### src/design/css_pkg.sv
// shared constants and types for the command source selector
package css_pkg;

  // register bus geometry, command field widths and input counts
  localparam int unsigned ADDR_W = 8;
  localparam int unsigned DATA_W = 32;
  localparam int unsigned FREQ_W = 16;
  localparam int unsigned RUN_W  = 2;
  localparam int unsigned MODE_W = 4;
  localparam int unsigned NUM_LOCAL_IN = 4;
  localparam int unsigned NUM_PRESET   = 3;

  // register byte addresses
  localparam logic [7:0] ADDR_LINK_MODE  = 8'h00;
  localparam logic [7:0] ADDR_FBUS_MODE  = 8'h04;
  localparam logic [7:0] ADDR_FSEL_ONE   = 8'h08;
  localparam logic [7:0] ADDR_FSEL_TWO   = 8'h0C;
  localparam logic [7:0] ADDR_RUN_SEL    = 8'h10;
  localparam logic [7:0] ADDR_PRESET_1   = 8'h14;
  localparam logic [7:0] ADDR_PRESET_2   = 8'h18;
  localparam logic [7:0] ADDR_PRESET_3   = 8'h1C;
  localparam logic [7:0] ADDR_STATUS     = 8'h20;
  localparam logic [7:0] ADDR_FREQ_OUT   = 8'h24;

  // reset values
  localparam logic [3:0]  RST_MODE    = 4'h0;
  localparam logic [1:0]  RST_SEL     = 2'h0;
  localparam logic [0:0]  RST_RUN_SEL = 1'h0;
  localparam logic [15:0] RST_FREQ    = 16'h0000;
  localparam logic [1:0]  RST_RUN     = 2'h0;

  // highest legal mode values
  localparam logic [3:0] LINK_MODE_MAX = 4'h8;
  localparam logic [3:0] FBUS_MODE_MAX = 4'h3;

  // status register field positions
  localparam int unsigned ST_FREQ_SRC_LSB = 0;
  localparam int unsigned ST_RUN_SRC_LSB  = 2;
  localparam int unsigned ST_FAULT_BIT    = 4;

  // run source selector codes
  localparam logic [0:0] RUN_SEL_KEYPAD   = 1'h0;
  localparam logic [0:0] RUN_SEL_TERMINAL = 1'h1;

  // where a command is taken from
  typedef enum logic [1:0] {
    CSS_SRC_LOCAL,
    CSS_SRC_STD_LINK,
    CSS_SRC_CARD_LINK,
    CSS_SRC_FIELDBUS
  } css_src_e;

  // one command frame from a remote party
  typedef struct packed {
    logic              valid;
    logic [FREQ_W-1:0] freq;
    logic [RUN_W-1:0]  run;
  } css_cmd_s;

  // frame on the shared keypad / standard link port
  typedef struct packed {
    logic              valid;
    logic              from_link;
    logic [FREQ_W-1:0] freq;
    logic [RUN_W-1:0]  run;
  } css_port_s;

endpackage : css_pkg

### src/design/css_src_decode.sv
// decode of the two mode settings into command sources
`timescale 1ns/1ps
`default_nettype none
module css_src_decode (
  // mode settings
  input  wire logic [3:0]       link_mode_setting,
  input  wire logic [3:0]       fieldbus_mode_setting,
  // decoded sources
  output var css_pkg::css_src_e freq_src,
  output var css_pkg::css_src_e run_src,
  output logic                  mode_ok
);

  css_pkg::css_src_e link_freq;
  css_pkg::css_src_e link_run;

  // link mode table for both commands
  always_comb begin
    link_freq = css_pkg::CSS_SRC_LOCAL;
    link_run  = css_pkg::CSS_SRC_LOCAL;
    unique case (link_mode_setting)
      4'h0: begin link_freq = css_pkg::CSS_SRC_LOCAL;     link_run = css_pkg::CSS_SRC_LOCAL;     end
      4'h1: begin link_freq = css_pkg::CSS_SRC_STD_LINK;  link_run = css_pkg::CSS_SRC_LOCAL;     end
      4'h2: begin link_freq = css_pkg::CSS_SRC_LOCAL;     link_run = css_pkg::CSS_SRC_STD_LINK;  end
      4'h3: begin link_freq = css_pkg::CSS_SRC_STD_LINK;  link_run = css_pkg::CSS_SRC_STD_LINK;  end
      4'h4: begin link_freq = css_pkg::CSS_SRC_CARD_LINK; link_run = css_pkg::CSS_SRC_LOCAL;     end
      4'h5: begin link_freq = css_pkg::CSS_SRC_CARD_LINK; link_run = css_pkg::CSS_SRC_STD_LINK;  end
      4'h6: begin link_freq = css_pkg::CSS_SRC_LOCAL;     link_run = css_pkg::CSS_SRC_CARD_LINK; end
      4'h7: begin link_freq = css_pkg::CSS_SRC_STD_LINK;  link_run = css_pkg::CSS_SRC_CARD_LINK; end
      4'h8: begin link_freq = css_pkg::CSS_SRC_CARD_LINK; link_run = css_pkg::CSS_SRC_CARD_LINK; end
      default: begin link_freq = css_pkg::CSS_SRC_LOCAL;  link_run = css_pkg::CSS_SRC_LOCAL;     end
    endcase
  end

  // field bus override; link mode ignored for a command on the field bus
  always_comb begin
    freq_src = fieldbus_mode_setting[0] ? css_pkg::CSS_SRC_FIELDBUS : link_freq;
    run_src  = fieldbus_mode_setting[1] ? css_pkg::CSS_SRC_FIELDBUS : link_run;
    // reserved values flagged; a link mode only matters where a command still follows it
    mode_ok  = (fieldbus_mode_setting <= css_pkg::FBUS_MODE_MAX) &&
               ((fieldbus_mode_setting == css_pkg::FBUS_MODE_MAX) ||
                (link_mode_setting <= css_pkg::LINK_MODE_MAX));
  end

endmodule : css_src_decode
`default_nettype wire

### src/design/css_selector.sv
// command source selector: registers, link capture and command steering
`timescale 1ns/1ps
`default_nettype none
module css_selector (
  // clock and reset
  input  wire logic                 clk,
  input  wire logic                 resetn,
  // register port
  input  wire logic [7:0]           reg_addr,
  input  wire logic [31:0]          reg_wdata,
  input  wire logic                 reg_wr,
  input  wire logic                 reg_rd,
  output logic [31:0]               reg_rdata,
  // local frequency inputs and terminals
  input  wire logic [3:0][15:0]     local_freq_in,
  input  wire logic                 alt_sel_in,
  input  wire logic [1:0]           preset_sel_in,
  input  wire logic [1:0]           term_run_in,
  // shared keypad / standard link port
  input  wire css_pkg::css_port_s   keypad_port_in,
  // option card link and field bus
  input  wire css_pkg::css_cmd_s    card_link_in,
  input  wire css_pkg::css_cmd_s    fieldbus_in,
  // steered commands
  output logic [15:0]               freq_cmd,
  output logic [1:0]                run_cmd,
  output var css_pkg::css_src_e     freq_src,
  output var css_pkg::css_src_e     run_src
);

  // settings registers
  logic [3:0]  link_mode_setting_reg, link_mode_setting_next;
  logic [3:0]  fieldbus_mode_setting_reg, fieldbus_mode_setting_next;
  logic [1:0]  freq_setting_selector_one_reg, freq_setting_selector_one_next;
  logic [1:0]  freq_setting_selector_two_reg, freq_setting_selector_two_next;
  logic [0:0]  run_source_selector_reg, run_source_selector_next;
  logic [15:0] preset_reg [1:3];
  logic [15:0] preset_next [1:3];
  logic [31:0] rdata_reg, rdata_next;

  // captured remote commands
  logic [15:0] keypad_freq_reg, keypad_freq_next;
  logic [1:0]  keypad_run_reg, keypad_run_next;
  logic [15:0] std_freq_reg, std_freq_next;
  logic [1:0]  std_run_reg, std_run_next;
  logic [15:0] card_freq_reg, card_freq_next;
  logic [1:0]  card_run_reg, card_run_next;
  logic [15:0] fbus_freq_reg, fbus_freq_next;
  logic [1:0]  fbus_run_reg, fbus_run_next;

  // steered state
  css_pkg::css_src_e freq_src_reg, freq_src_next;
  css_pkg::css_src_e run_src_reg, run_src_next;
  logic [15:0]       freq_cmd_reg, freq_cmd_next;
  logic [1:0]        run_cmd_reg, run_cmd_next;
  logic              fault_reg, fault_next;

  // decoder outputs and local values
  css_pkg::css_src_e dec_freq_src;
  css_pkg::css_src_e dec_run_src;
  logic              dec_ok;
  logic [15:0]       local_freq;
  logic [1:0]        local_run;

  css_src_decode u_decode (
    .link_mode_setting     (link_mode_setting_reg),
    .fieldbus_mode_setting (fieldbus_mode_setting_reg),
    .freq_src              (dec_freq_src),
    .run_src               (dec_run_src),
    .mode_ok               (dec_ok)
  );

  // register writes and read data
  always_comb begin
    link_mode_setting_next         = link_mode_setting_reg;
    fieldbus_mode_setting_next     = fieldbus_mode_setting_reg;
    freq_setting_selector_one_next = freq_setting_selector_one_reg;
    freq_setting_selector_two_next = freq_setting_selector_two_reg;
    run_source_selector_next       = run_source_selector_reg;
    for (int i = 1; i <= 3; i++) begin
      preset_next[i] = preset_reg[i];
    end
    rdata_next = '0;
    if (reg_wr) begin
      unique case (reg_addr)
        css_pkg::ADDR_LINK_MODE: link_mode_setting_next         = reg_wdata[3:0];
        css_pkg::ADDR_FBUS_MODE: fieldbus_mode_setting_next     = reg_wdata[3:0];
        css_pkg::ADDR_FSEL_ONE:  freq_setting_selector_one_next = reg_wdata[1:0];
        css_pkg::ADDR_FSEL_TWO:  freq_setting_selector_two_next = reg_wdata[1:0];
        css_pkg::ADDR_RUN_SEL:   run_source_selector_next       = reg_wdata[0:0];
        css_pkg::ADDR_PRESET_1:  preset_next[1]                 = reg_wdata[15:0];
        css_pkg::ADDR_PRESET_2:  preset_next[2]                 = reg_wdata[15:0];
        css_pkg::ADDR_PRESET_3:  preset_next[3]                 = reg_wdata[15:0];
        default: ;
      endcase
    end
    if (reg_rd) begin
      unique case (reg_addr)
        css_pkg::ADDR_LINK_MODE: rdata_next[3:0]  = link_mode_setting_reg;
        css_pkg::ADDR_FBUS_MODE: rdata_next[3:0]  = fieldbus_mode_setting_reg;
        css_pkg::ADDR_FSEL_ONE:  rdata_next[1:0]  = freq_setting_selector_one_reg;
        css_pkg::ADDR_FSEL_TWO:  rdata_next[1:0]  = freq_setting_selector_two_reg;
        css_pkg::ADDR_RUN_SEL:   rdata_next[0:0]  = run_source_selector_reg;
        css_pkg::ADDR_PRESET_1:  rdata_next[15:0] = preset_reg[1];
        css_pkg::ADDR_PRESET_2:  rdata_next[15:0] = preset_reg[2];
        css_pkg::ADDR_PRESET_3:  rdata_next[15:0] = preset_reg[3];
        css_pkg::ADDR_STATUS: begin
          rdata_next[css_pkg::ST_FREQ_SRC_LSB +: 2] = freq_src_reg;
          rdata_next[css_pkg::ST_RUN_SRC_LSB +: 2]  = run_src_reg;
          rdata_next[css_pkg::ST_FAULT_BIT]         = fault_reg;
        end
        css_pkg::ADDR_FREQ_OUT: begin
          rdata_next[15:0]  = freq_cmd_reg;
          rdata_next[17:16] = run_cmd_reg;
        end
        default: rdata_next = '0; // unmapped reads as zero
      endcase
    end
  end

  always_ff @(posedge clk or negedge resetn) begin
    if (!resetn) begin
      link_mode_setting_reg         <= css_pkg::RST_MODE;
      fieldbus_mode_setting_reg     <= css_pkg::RST_MODE;
      freq_setting_selector_one_reg <= css_pkg::RST_SEL;
      freq_setting_selector_two_reg <= css_pkg::RST_SEL;
      run_source_selector_reg       <= css_pkg::RST_RUN_SEL;
      for (int i = 1; i <= 3; i++) begin
        preset_reg[i] <= css_pkg::RST_FREQ;
      end
      rdata_reg <= '0;
    end else begin
      link_mode_setting_reg         <= link_mode_setting_next;
      fieldbus_mode_setting_reg     <= fieldbus_mode_setting_next;
      freq_setting_selector_one_reg <= freq_setting_selector_one_next;
      freq_setting_selector_two_reg <= freq_setting_selector_two_next;
      run_source_selector_reg       <= run_source_selector_next;
      for (int i = 1; i <= 3; i++) begin
        preset_reg[i] <= preset_next[i];
      end
      rdata_reg <= rdata_next;
    end
  end

  // capture of the latest frame from each remote party
  always_comb begin
    keypad_freq_next = keypad_freq_reg;
    keypad_run_next  = keypad_run_reg;
    std_freq_next    = std_freq_reg;
    std_run_next     = std_run_reg;
    card_freq_next   = card_link_in.valid ? card_link_in.freq : card_freq_reg;
    card_run_next    = card_link_in.valid ? card_link_in.run : card_run_reg;
    fbus_freq_next   = fieldbus_in.valid ? fieldbus_in.freq : fbus_freq_reg;
    fbus_run_next    = fieldbus_in.valid ? fieldbus_in.run : fbus_run_reg;
    // one port carries both keypad and standard link frames
    if (keypad_port_in.valid && keypad_port_in.from_link) begin
      std_freq_next = keypad_port_in.freq;
      std_run_next  = keypad_port_in.run;
    end else if (keypad_port_in.valid) begin
      keypad_freq_next = keypad_port_in.freq;
      keypad_run_next  = keypad_port_in.run;
    end
  end

  always_ff @(posedge clk or negedge resetn) begin
    if (!resetn) begin
      keypad_freq_reg <= css_pkg::RST_FREQ;
      keypad_run_reg  <= css_pkg::RST_RUN;
      std_freq_reg    <= css_pkg::RST_FREQ;
      std_run_reg     <= css_pkg::RST_RUN;
      card_freq_reg   <= css_pkg::RST_FREQ;
      card_run_reg    <= css_pkg::RST_RUN;
      fbus_freq_reg   <= css_pkg::RST_FREQ;
      fbus_run_reg    <= css_pkg::RST_RUN;
    end else begin
      keypad_freq_reg <= keypad_freq_next;
      keypad_run_reg  <= keypad_run_next;
      std_freq_reg    <= std_freq_next;
      std_run_reg     <= std_run_next;
      card_freq_reg   <= card_freq_next;
      card_run_reg    <= card_run_next;
      fbus_freq_reg   <= fbus_freq_next;
      fbus_run_reg    <= fbus_run_next;
    end
  end

  // local values: preset wins over selectors, alt input picks selector two
  always_comb begin
    if (preset_sel_in != 2'h0) begin
      local_freq = preset_reg[preset_sel_in];
    end else if (alt_sel_in) begin
      local_freq = local_freq_in[freq_setting_selector_two_reg];
    end else begin
      local_freq = local_freq_in[freq_setting_selector_one_reg];
    end
    local_run = (run_source_selector_reg == css_pkg::RUN_SEL_TERMINAL) ?
                term_run_in : keypad_run_reg;
  end

  // source selection held while mode_ok flags a reserved setting, then steering
  always_comb begin
    freq_src_next = dec_ok ? dec_freq_src : freq_src_reg;
    run_src_next  = dec_ok ? dec_run_src : run_src_reg;
    fault_next    = !dec_ok;
    unique case (freq_src_next)
      css_pkg::CSS_SRC_LOCAL:     freq_cmd_next = local_freq;
      css_pkg::CSS_SRC_STD_LINK:  freq_cmd_next = std_freq_reg;
      css_pkg::CSS_SRC_CARD_LINK: freq_cmd_next = card_freq_reg;
      css_pkg::CSS_SRC_FIELDBUS:  freq_cmd_next = fbus_freq_reg;
    endcase
    unique case (run_src_next)
      css_pkg::CSS_SRC_LOCAL:     run_cmd_next = local_run;
      css_pkg::CSS_SRC_STD_LINK:  run_cmd_next = std_run_reg;
      css_pkg::CSS_SRC_CARD_LINK: run_cmd_next = card_run_reg;
      css_pkg::CSS_SRC_FIELDBUS:  run_cmd_next = fbus_run_reg;
    endcase
  end

  always_ff @(posedge clk or negedge resetn) begin
    if (!resetn) begin
      freq_src_reg <= css_pkg::CSS_SRC_LOCAL;
      run_src_reg  <= css_pkg::CSS_SRC_LOCAL;
      freq_cmd_reg <= css_pkg::RST_FREQ;
      run_cmd_reg  <= css_pkg::RST_RUN;
      fault_reg    <= 1'b0;
    end else begin
      freq_src_reg <= freq_src_next;
      run_src_reg  <= run_src_next;
      freq_cmd_reg <= freq_cmd_next;
      run_cmd_reg  <= run_cmd_next;
      fault_reg    <= fault_next;
    end
  end

  // outputs straight from flops
  assign reg_rdata = rdata_reg;
  assign freq_cmd  = freq_cmd_reg;
  assign run_cmd   = run_cmd_reg;
  assign freq_src  = freq_src_reg;
  assign run_src   = run_src_reg;

endmodule : css_selector
`default_nettype wire

### config.mk
export PLATFORM = sky130hd
export DESIGN_NAME = css_selector
export DESIGN_NICKNAME = d
export VERILOG_FILES = /design/src/design/css_pkg.sv /design/src/design/css_src_decode.sv /design/src/design/css_selector.sv
export SDC_FILE = /design/constraint.sdc
export NUM_CORES = 1
export LEC_CHECK = 0
export BUFFER_PORTS_ARGS = -buffer_cell sky130_fd_sc_hd__buf_2
export CAP_MARGIN = 15
export CORE_MARGIN = 8
export CORE_UTILIZATION = 53
export CTS_CLUSTER_SIZE = 40
export DETAILED_ROUTE_END_ITERATION = 7
export PLACE_DENSITY_LB_ADDON = 0.3
export SYNTH_ARGS = -nofsm -noshare
export SYNTH_HDL_FRONTEND = slang
export SYNTH_SLANG_ARGS = --single-unit
### constraint.sdc
create_clock -name clk -period 2.9 [get_ports clk]
set_input_delay 0.29 -clock clk [delete_from_list [all_inputs] [get_ports clk]]
set_output_delay 0.29 -clock clk [all_outputs]
set_load 0.005 [all_outputs]
After elaboration in Yosys (flattened, before gate mapping). Memories as Yosys holds them, arrays and structs flattened. Cells that the tools add are included.

Flip-flop bits (word level): 172. ROM bits: 64. Input port bits: 171. Output and inout port bits: 54. Word-level logic and storage cells: 85. Memories kept: 1.

Memories: (no name shown) (words 16, bits a word 4, read ports 1, clocked after Yosys merged registers in 0, wr ports 0, line css_src_decode.sv:21) `unique case (link_mode_setting)`.

$lt $le $gt $ge: 5. Eq/ne operators: 16. Muxes and demuxes: 23. Bitwise operators: 2. Reduce and logical (&&, ||, !) cells: 17.

Operator list (count): 16-bit binary-select mux with 2-bit select (3); 16-bit 2-to-1 mux (6); 16-bit case mux with 4 select lines (1); 11-bit case mux with 4 select lines (1); 8-bit by 5-bit equality test with 1-bit output, second input constant (4); 18-bit 2-to-1 mux (1); 2-bit AND reduction (9); 8-bit by 4-bit equality test with 1-bit output, second input constant (2); 8-bit by 6-bit equality test with 1-bit output, second input constant (2); 2-bit case mux with 7 select lines (1); 2-bit 2-to-1 mux (6); 1-bit case mux with 10 select lines (1); 1-bit case mux with 9 select lines (1); 2-bit equality test, second input constant (4); 8-bit by 3-bit equality test with 1-bit output, second input constant (1); 8-bit zero test (1); 2-bit case mux with 4 select lines (1); 2-bit by 3-bit less-than comparator with 1-bit output, second input constant (2); 1-bit case mux with 5 select lines (1); 2-bit by 1-bit equality test with 1-bit output, second input constant (2); 4-bit by 2-bit equality test with 1-bit output, second input constant (1); 4-bit by 2-bit less-or-equal comparator with 1-bit output, second input constant (1); 4-bit less-or-equal comparator, second input constant (1); 2-bit zero test (2); other kinds (7) (8).

Logic depth before layout (Yosys ltp).
Depth after elaboration: 6. Depth in mapped cells: 8. Gate-level depth less buffers: 5.

Modules after synthesis. Synthesis repeated with hierarchy kept, for this count alone.

Cell total of the unflattened synthesis: 729. Area total of the unflattened synthesis: 8735.9 um^2.

Modules (own cells, without submodules): css_selector (times used 1, cells each 715, area each 8630.8 um^2, sequential area each 3953.8 um^2); css_src_decode (times used 1, cells each 14, area each 105.1 um^2, sequential area each 0.0 um^2).

Worst setup path after synthesis. Ideal clock, no wire load.

Path kind: flip-flop to flip-flop. Start point: register link_mode_setting_reg[1]. End point: register freq_cmd_reg[3] (netlist: freq_cmd[3]). Library setup time: 0.135 ns. Arrival time: 1.946 ns. Required time: 2.765 ns. Slack: 0.819 ns. Stages on the path, launching flop included: 8. Buffers on the path: 2. Period minus slack after synthesis: 2.081 ns. Cells stage by stage: dfrtp_1 > or3_4 > a31oi_4 > mux2i_1 > buf_2 > buf_6 > mux2i_1 > o22ai_1.

Longest elaborated chain between the ends: 6. Elaborated cells between the ends (all ways): 11. Classes of those cells: order compare: 1; eq/ne: 3; mux: 3; reduce/logical: 3; memory: 1.

Ends and longest elaborated chain: start: declaration (line css_selector.sv:32) `logic [3:0] link_mode_setting_reg, link_mode_setting_next;`; start signal: assignment (line css_selector.sv:123) `link_mode_setting_reg <= css_pkg::RST_MODE;`; start signal: assignment (line css_selector.sv:133) `link_mode_setting_reg <= link_mode_setting_next;`; branches (longest 3 deep; another with memory 16 x 4 bit); 2-bit 2-to-1 mux * (line css_selector.sv:202) `freq_src_next = dec_ok ? dec_freq_src : freq_src_reg;`; 2-bit equality test (tied with other cells) (line css_selector.sv:205) `unique case (freq_src_next)`; 16-bit case mux with 4 select lines * (line css_selector.sv:205); net freq_cmd_next[3] (line css_selector.sv:54) `logic [15:0] freq_cmd_reg, freq_cmd_next;`; end signal: assignment (line css_selector.sv:223) `freq_cmd_reg <= css_pkg::RST_FREQ;`; end signal: assignment (line css_selector.sv:229) `freq_cmd_reg <= freq_cmd_next;`; end: declaration (line css_selector.sv:54).

Mark *: on every way through the listed nets, which the timed path passes. A chain may end at the register's enable or synchronous reset.

Worst setup path after layout.
Start point: register link_mode_setting_reg[1]. End point: register freq_cmd_reg[14] (netlist: freq_cmd[14]).

The elaborated chain is that of the path after synthesis.

==> results summary <==
The flow ran to the end, and the final reports show no timing, DRC or antenna violations. The number of max-slew violations in the final report came to 0. No sink is reached through more buffers than the 2 on the longest clock path. The largest net degree at the start of global routing is 73. The count of endpoints failing hold in the final timing report is 0. The count of synthesis-stage warnings from yosys is 0. The placement row count came out at 46. In the layout the commonest cells are buf_2 (193), dfrtp_1 (157), mux2_2 (142). The maximum achievable frequency is roughly 0.42 GHz. The HPWL after detailed placement is between 15000 and 20000 microns. The longest individual stage delay on the worst path is ~0.47 ns. Setup repair after global routing left no endpoint under its margin. The commonest non-fill, non-tap cell in the layout is buf_2. The launch point of the worst path is link_mode_setting_reg[1]$_DFFE_PN0P_. The count of cells in the finished layout, fillers not included, comes to roughly 1100. The startpoint identified for the worst register-to-register timing path is link_mode_setting_reg[1]$_DFFE_PN0P_.

After detailed routing, the number of remaining DRC violations is 0. The vertical extent of the die is around 140 microns. The post-layout total power is between 5 and 6 mW. The post-route core utilization is approximately two thirds.

Among all flip-flop cells after synthesis, the most frequent one is dfrtp_1. The total global routing track utilization is approximately a quarter. The proportion of synthesized chip area in sequential cells is a little under half.

At the worst endpoint, the arrival time is roughly 2.7 ns. The transition time of the tightest slew-check pin came out at between 0.9 and 1 ns. After detailed placement, the design holds a cell count of ~1100. The initial core utilization came out at a little over half. The area fraction in compound gates after synthesis came out at 9.62%. Setup violations remaining at the end of the flow were counted as 0. The synthesized cell area came out at 8390 sq um. The largest fanout on the critical path came out at 49. VDD sags by at most between 0.4 and 0.5 mV.

The number of DRC violations after detailed-routing iteration 0 is 659. The register with the most flip-flops in the layout has between 40 and 50 of them. For this run the aggregate overflow at the end of global routing stands at 0. The CTS tree is built. The number of clock buffers added by TritonCTS is 17. Summing the areas of all xor and xnor instances in the mapped netlist gives 0% of the synthesized area.

The portion of the clock cycle consumed by the worst path in the final layout came out at around 80%. The multiplexer area fraction after synthesis came out at a little over 30%. The type of destination of the critical path is a flop. The first-pass GRT wire length came out at slightly below 40000 microns. The later-pin clock latency in the skew report is 0.43 ns.

Counting flops with a built-in enable in the synthesized netlist gives 0. Dividing the detail-routed wire length by the instance count gives 22.6 microns. The number of port buffers came out at ~190. The worst clock skew on the final layout is between 0.008 and 0.009 ns. The synthesized netlist devotes 0% of its cell area to adder and majority cells.

about 230 I/O pins were placed. The horizontal extent of the die came out at approximately 140 microns. Dividing the synthesized area by the synthesized cell count gives 12.4 sq um. In this run the tightest slew margin relative to its limit is ~33%. Yosys mapped the design onto 53 distinct sky130hd cell types. The count of H-tree levels built during CTS is 4. The max-cap check violation count came out at 0. The area of the die is 20100 sq um.

The vias per cell is slightly above 6. The total power divided by cell area came out at 559 nW/um^2. The total of fill cells in the finished design came out at around 1300.

The area share of and/or/nand/nor cells after synthesis is under 10%. The master of the slowest instance on the critical path is dfrtp_1. The destination of the critical timing path is freq_cmd[14]$_DFF_PN0_. The endpoint identified for the worst register-to-register timing path is freq_cmd[14]$_DFF_PN0_. The fraction of final layout cells with drive strength greater than 1 came out at a little under half. The worst hold-check slack came out at around 0.091 ns. The leakage dissipation came out at between 4 and 5 nW.

The remaining antenna violation count is 0. The wire length after detailed routing came out at between 20000 and 25000 microns. The area added between synthesis and finish is 21.2%. The routability-driven placement congestion ratio came out at ~0.92. The CTS clock-pin slew for the worst setup and hold paths is 0.06 ns.

Traced cell by cell, the critical path runs through or3_4 -> a31oi_4 -> mux2i_4 -> buf_12 -> mux2i_1 -> o22ai_1. The net total in the final layout came out at just over 1000. The worst register-to-register path has a setup slack of 0.51 ns.

The data required time at the worst endpoint is about 3.2 ns. The clock sink count came out at between 150 and 200. The placeable core region came out at ~16000 sq um. After synthesis, the share of flip-flops with an asynchronous set or reset is 100%. The number of global-route vias before repair came out at 7246. The worst setup path is launched from a flop. The number of cells produced by synthesis is 675. The total of flip-flops plus latches after synthesis is 158. The clock tree root driver cell is clkbuf_16. The critical path is of the flop to flop type. By area, the combinational part of the netlist is dominated by multiplexers. The initial antenna violation count came out at 2. The worst reg2reg path depth is 6. Summing over every cut layer, the via total after detailed routing is 6604. In this run the worst hold path is classified as primary input to flop. The final critical-path required period came out at 2.39 ns.

The first-pass iteration count of the detailed router is 6. In the final timing run, aggregate negative setup slack is 0 ns.
==> cells by family (layout without fill, tap and decap cells) <==
family	Yosys count	after routing
buf+inv	71	258
mux	221	221
simple gates	115	115
compound gates	109	109
flops	158	158
other cells	1	16
==> report_power, final <==
group	switching, mW	internal (mW)
clock	0.881	1.29
combinational	0.449	0.473
sequential	0.187	2.41
total	1.52	4.17
==> how the worst min path moves through the flow <==
| stage | start | endpoint | cells past startpoint |
|---|---|---|---|
| floorplan | resetn | card_freq_reg[0]$_DFFE_PN0P_ | 0 |
| global placement | resetn | reg_rdata[9]$_DFF_PN0_ | 1 |
| detailed placement | resetn | card_freq_reg[7]$_DFFE_PN0P_ | 1 |
| CTS | keypad_port_in[11] | std_freq_reg[9]$_DFFE_PN0P_ | 2 |
| global route | fieldbus_in[6] | fbus_freq_reg[4]$_DFFE_PN0P_ | 2 |
| finish | fieldbus_in[16] | fbus_freq_reg[14]$_DFFE_PN0P_ | 2 |
==> cell type report <==
| cell class | instances | area (sq um) | area share (%) |
|---|---|---|---|
| Multi-Input combinational cell | 459 | 4150 | 40.8 |
| Sequential cell | 158 | 3960 | 38.9 |
| Timing Repair Buffer | 219 | 1190 | 11.7 |
| Clock buffer | 22 | 454 | 4.47 |
| Tap cell | 216 | 270 | 2.66 |
| Clock inverter | 10 | 115 | 1.13 |
| Inverter | 7 | 26.3 | 0.258 |
| Antenna cell | 2 | 5.00 | 0.0492 |
==> timing repair <==
item                      CTS  global route
hold buffers                1             0
hold endpoints to repair   67             0
buffers inserted            0             0
resized for setup           0             0
==> worst max-delay path, delay by kind of cell (launching register included) <==
family / cells / cell delay [ns]
multiplexers: 2 / 0.66
flip-flops: 1 / 0.47
AND/OR/NAND/NOR: 1 / 0.43
AO/OA/AOI/OAI: 2 / 0.43
buffers and inverters: 1 / 0.25
==> metal layers <==
metal / part of all wire (%) / GRT usage (%) / wire length (microns) / up-vias
li1: - / - / - / 2908
met1: 41 / 30.7 / 10000 / 3317
met2: 49 / 41.2 / 12100 / 313
met3: 7.2 / 6.22 / 1770 / 64
met4: 3.2 / 11.5 / 777 / 2
met5: 0.053 / 0 / 13 / -
==> cells in the mapped netlist (all sizes together), types with 2 or more instances <==
library cell,n,share of area (%)
nand4,2,0.22
nor2b,4,0.30
nor3,5,0.30
inv,7,0.31
o22ai,17,1.3
mux2,142,19
nand3,19,1.1
mux2i,61,7.3
a22oi,38,3.4
nor2,23,1.1
nand2b,17,1.3
buf,36,2.6
dfrtp,158,47
a22o,11,1.1
a222oi,11,1.3
clkbuf,28,1.3
mux4,18,4.8
nand2,8,0.39
nor4b,2,0.28
and3,20,1.5
or3,2,0.21
a21oi,4,0.24
nor4,2,0.15
o21ai,19,1.1
nor3b,3,0.33
and2,2,0.15
==> per-stage QoR <==
step                      cell area [sq um]  setup WS [ns]
after floorplan                        8440          0.819
after CTS                             10200          0.544
after global placement                 9580          0.619
after global routing                  10200          0.405
final                                 10200          0.513
after detailed placement               9580          0.560
No activity file was read; power rests on OpenSTA's default activity.
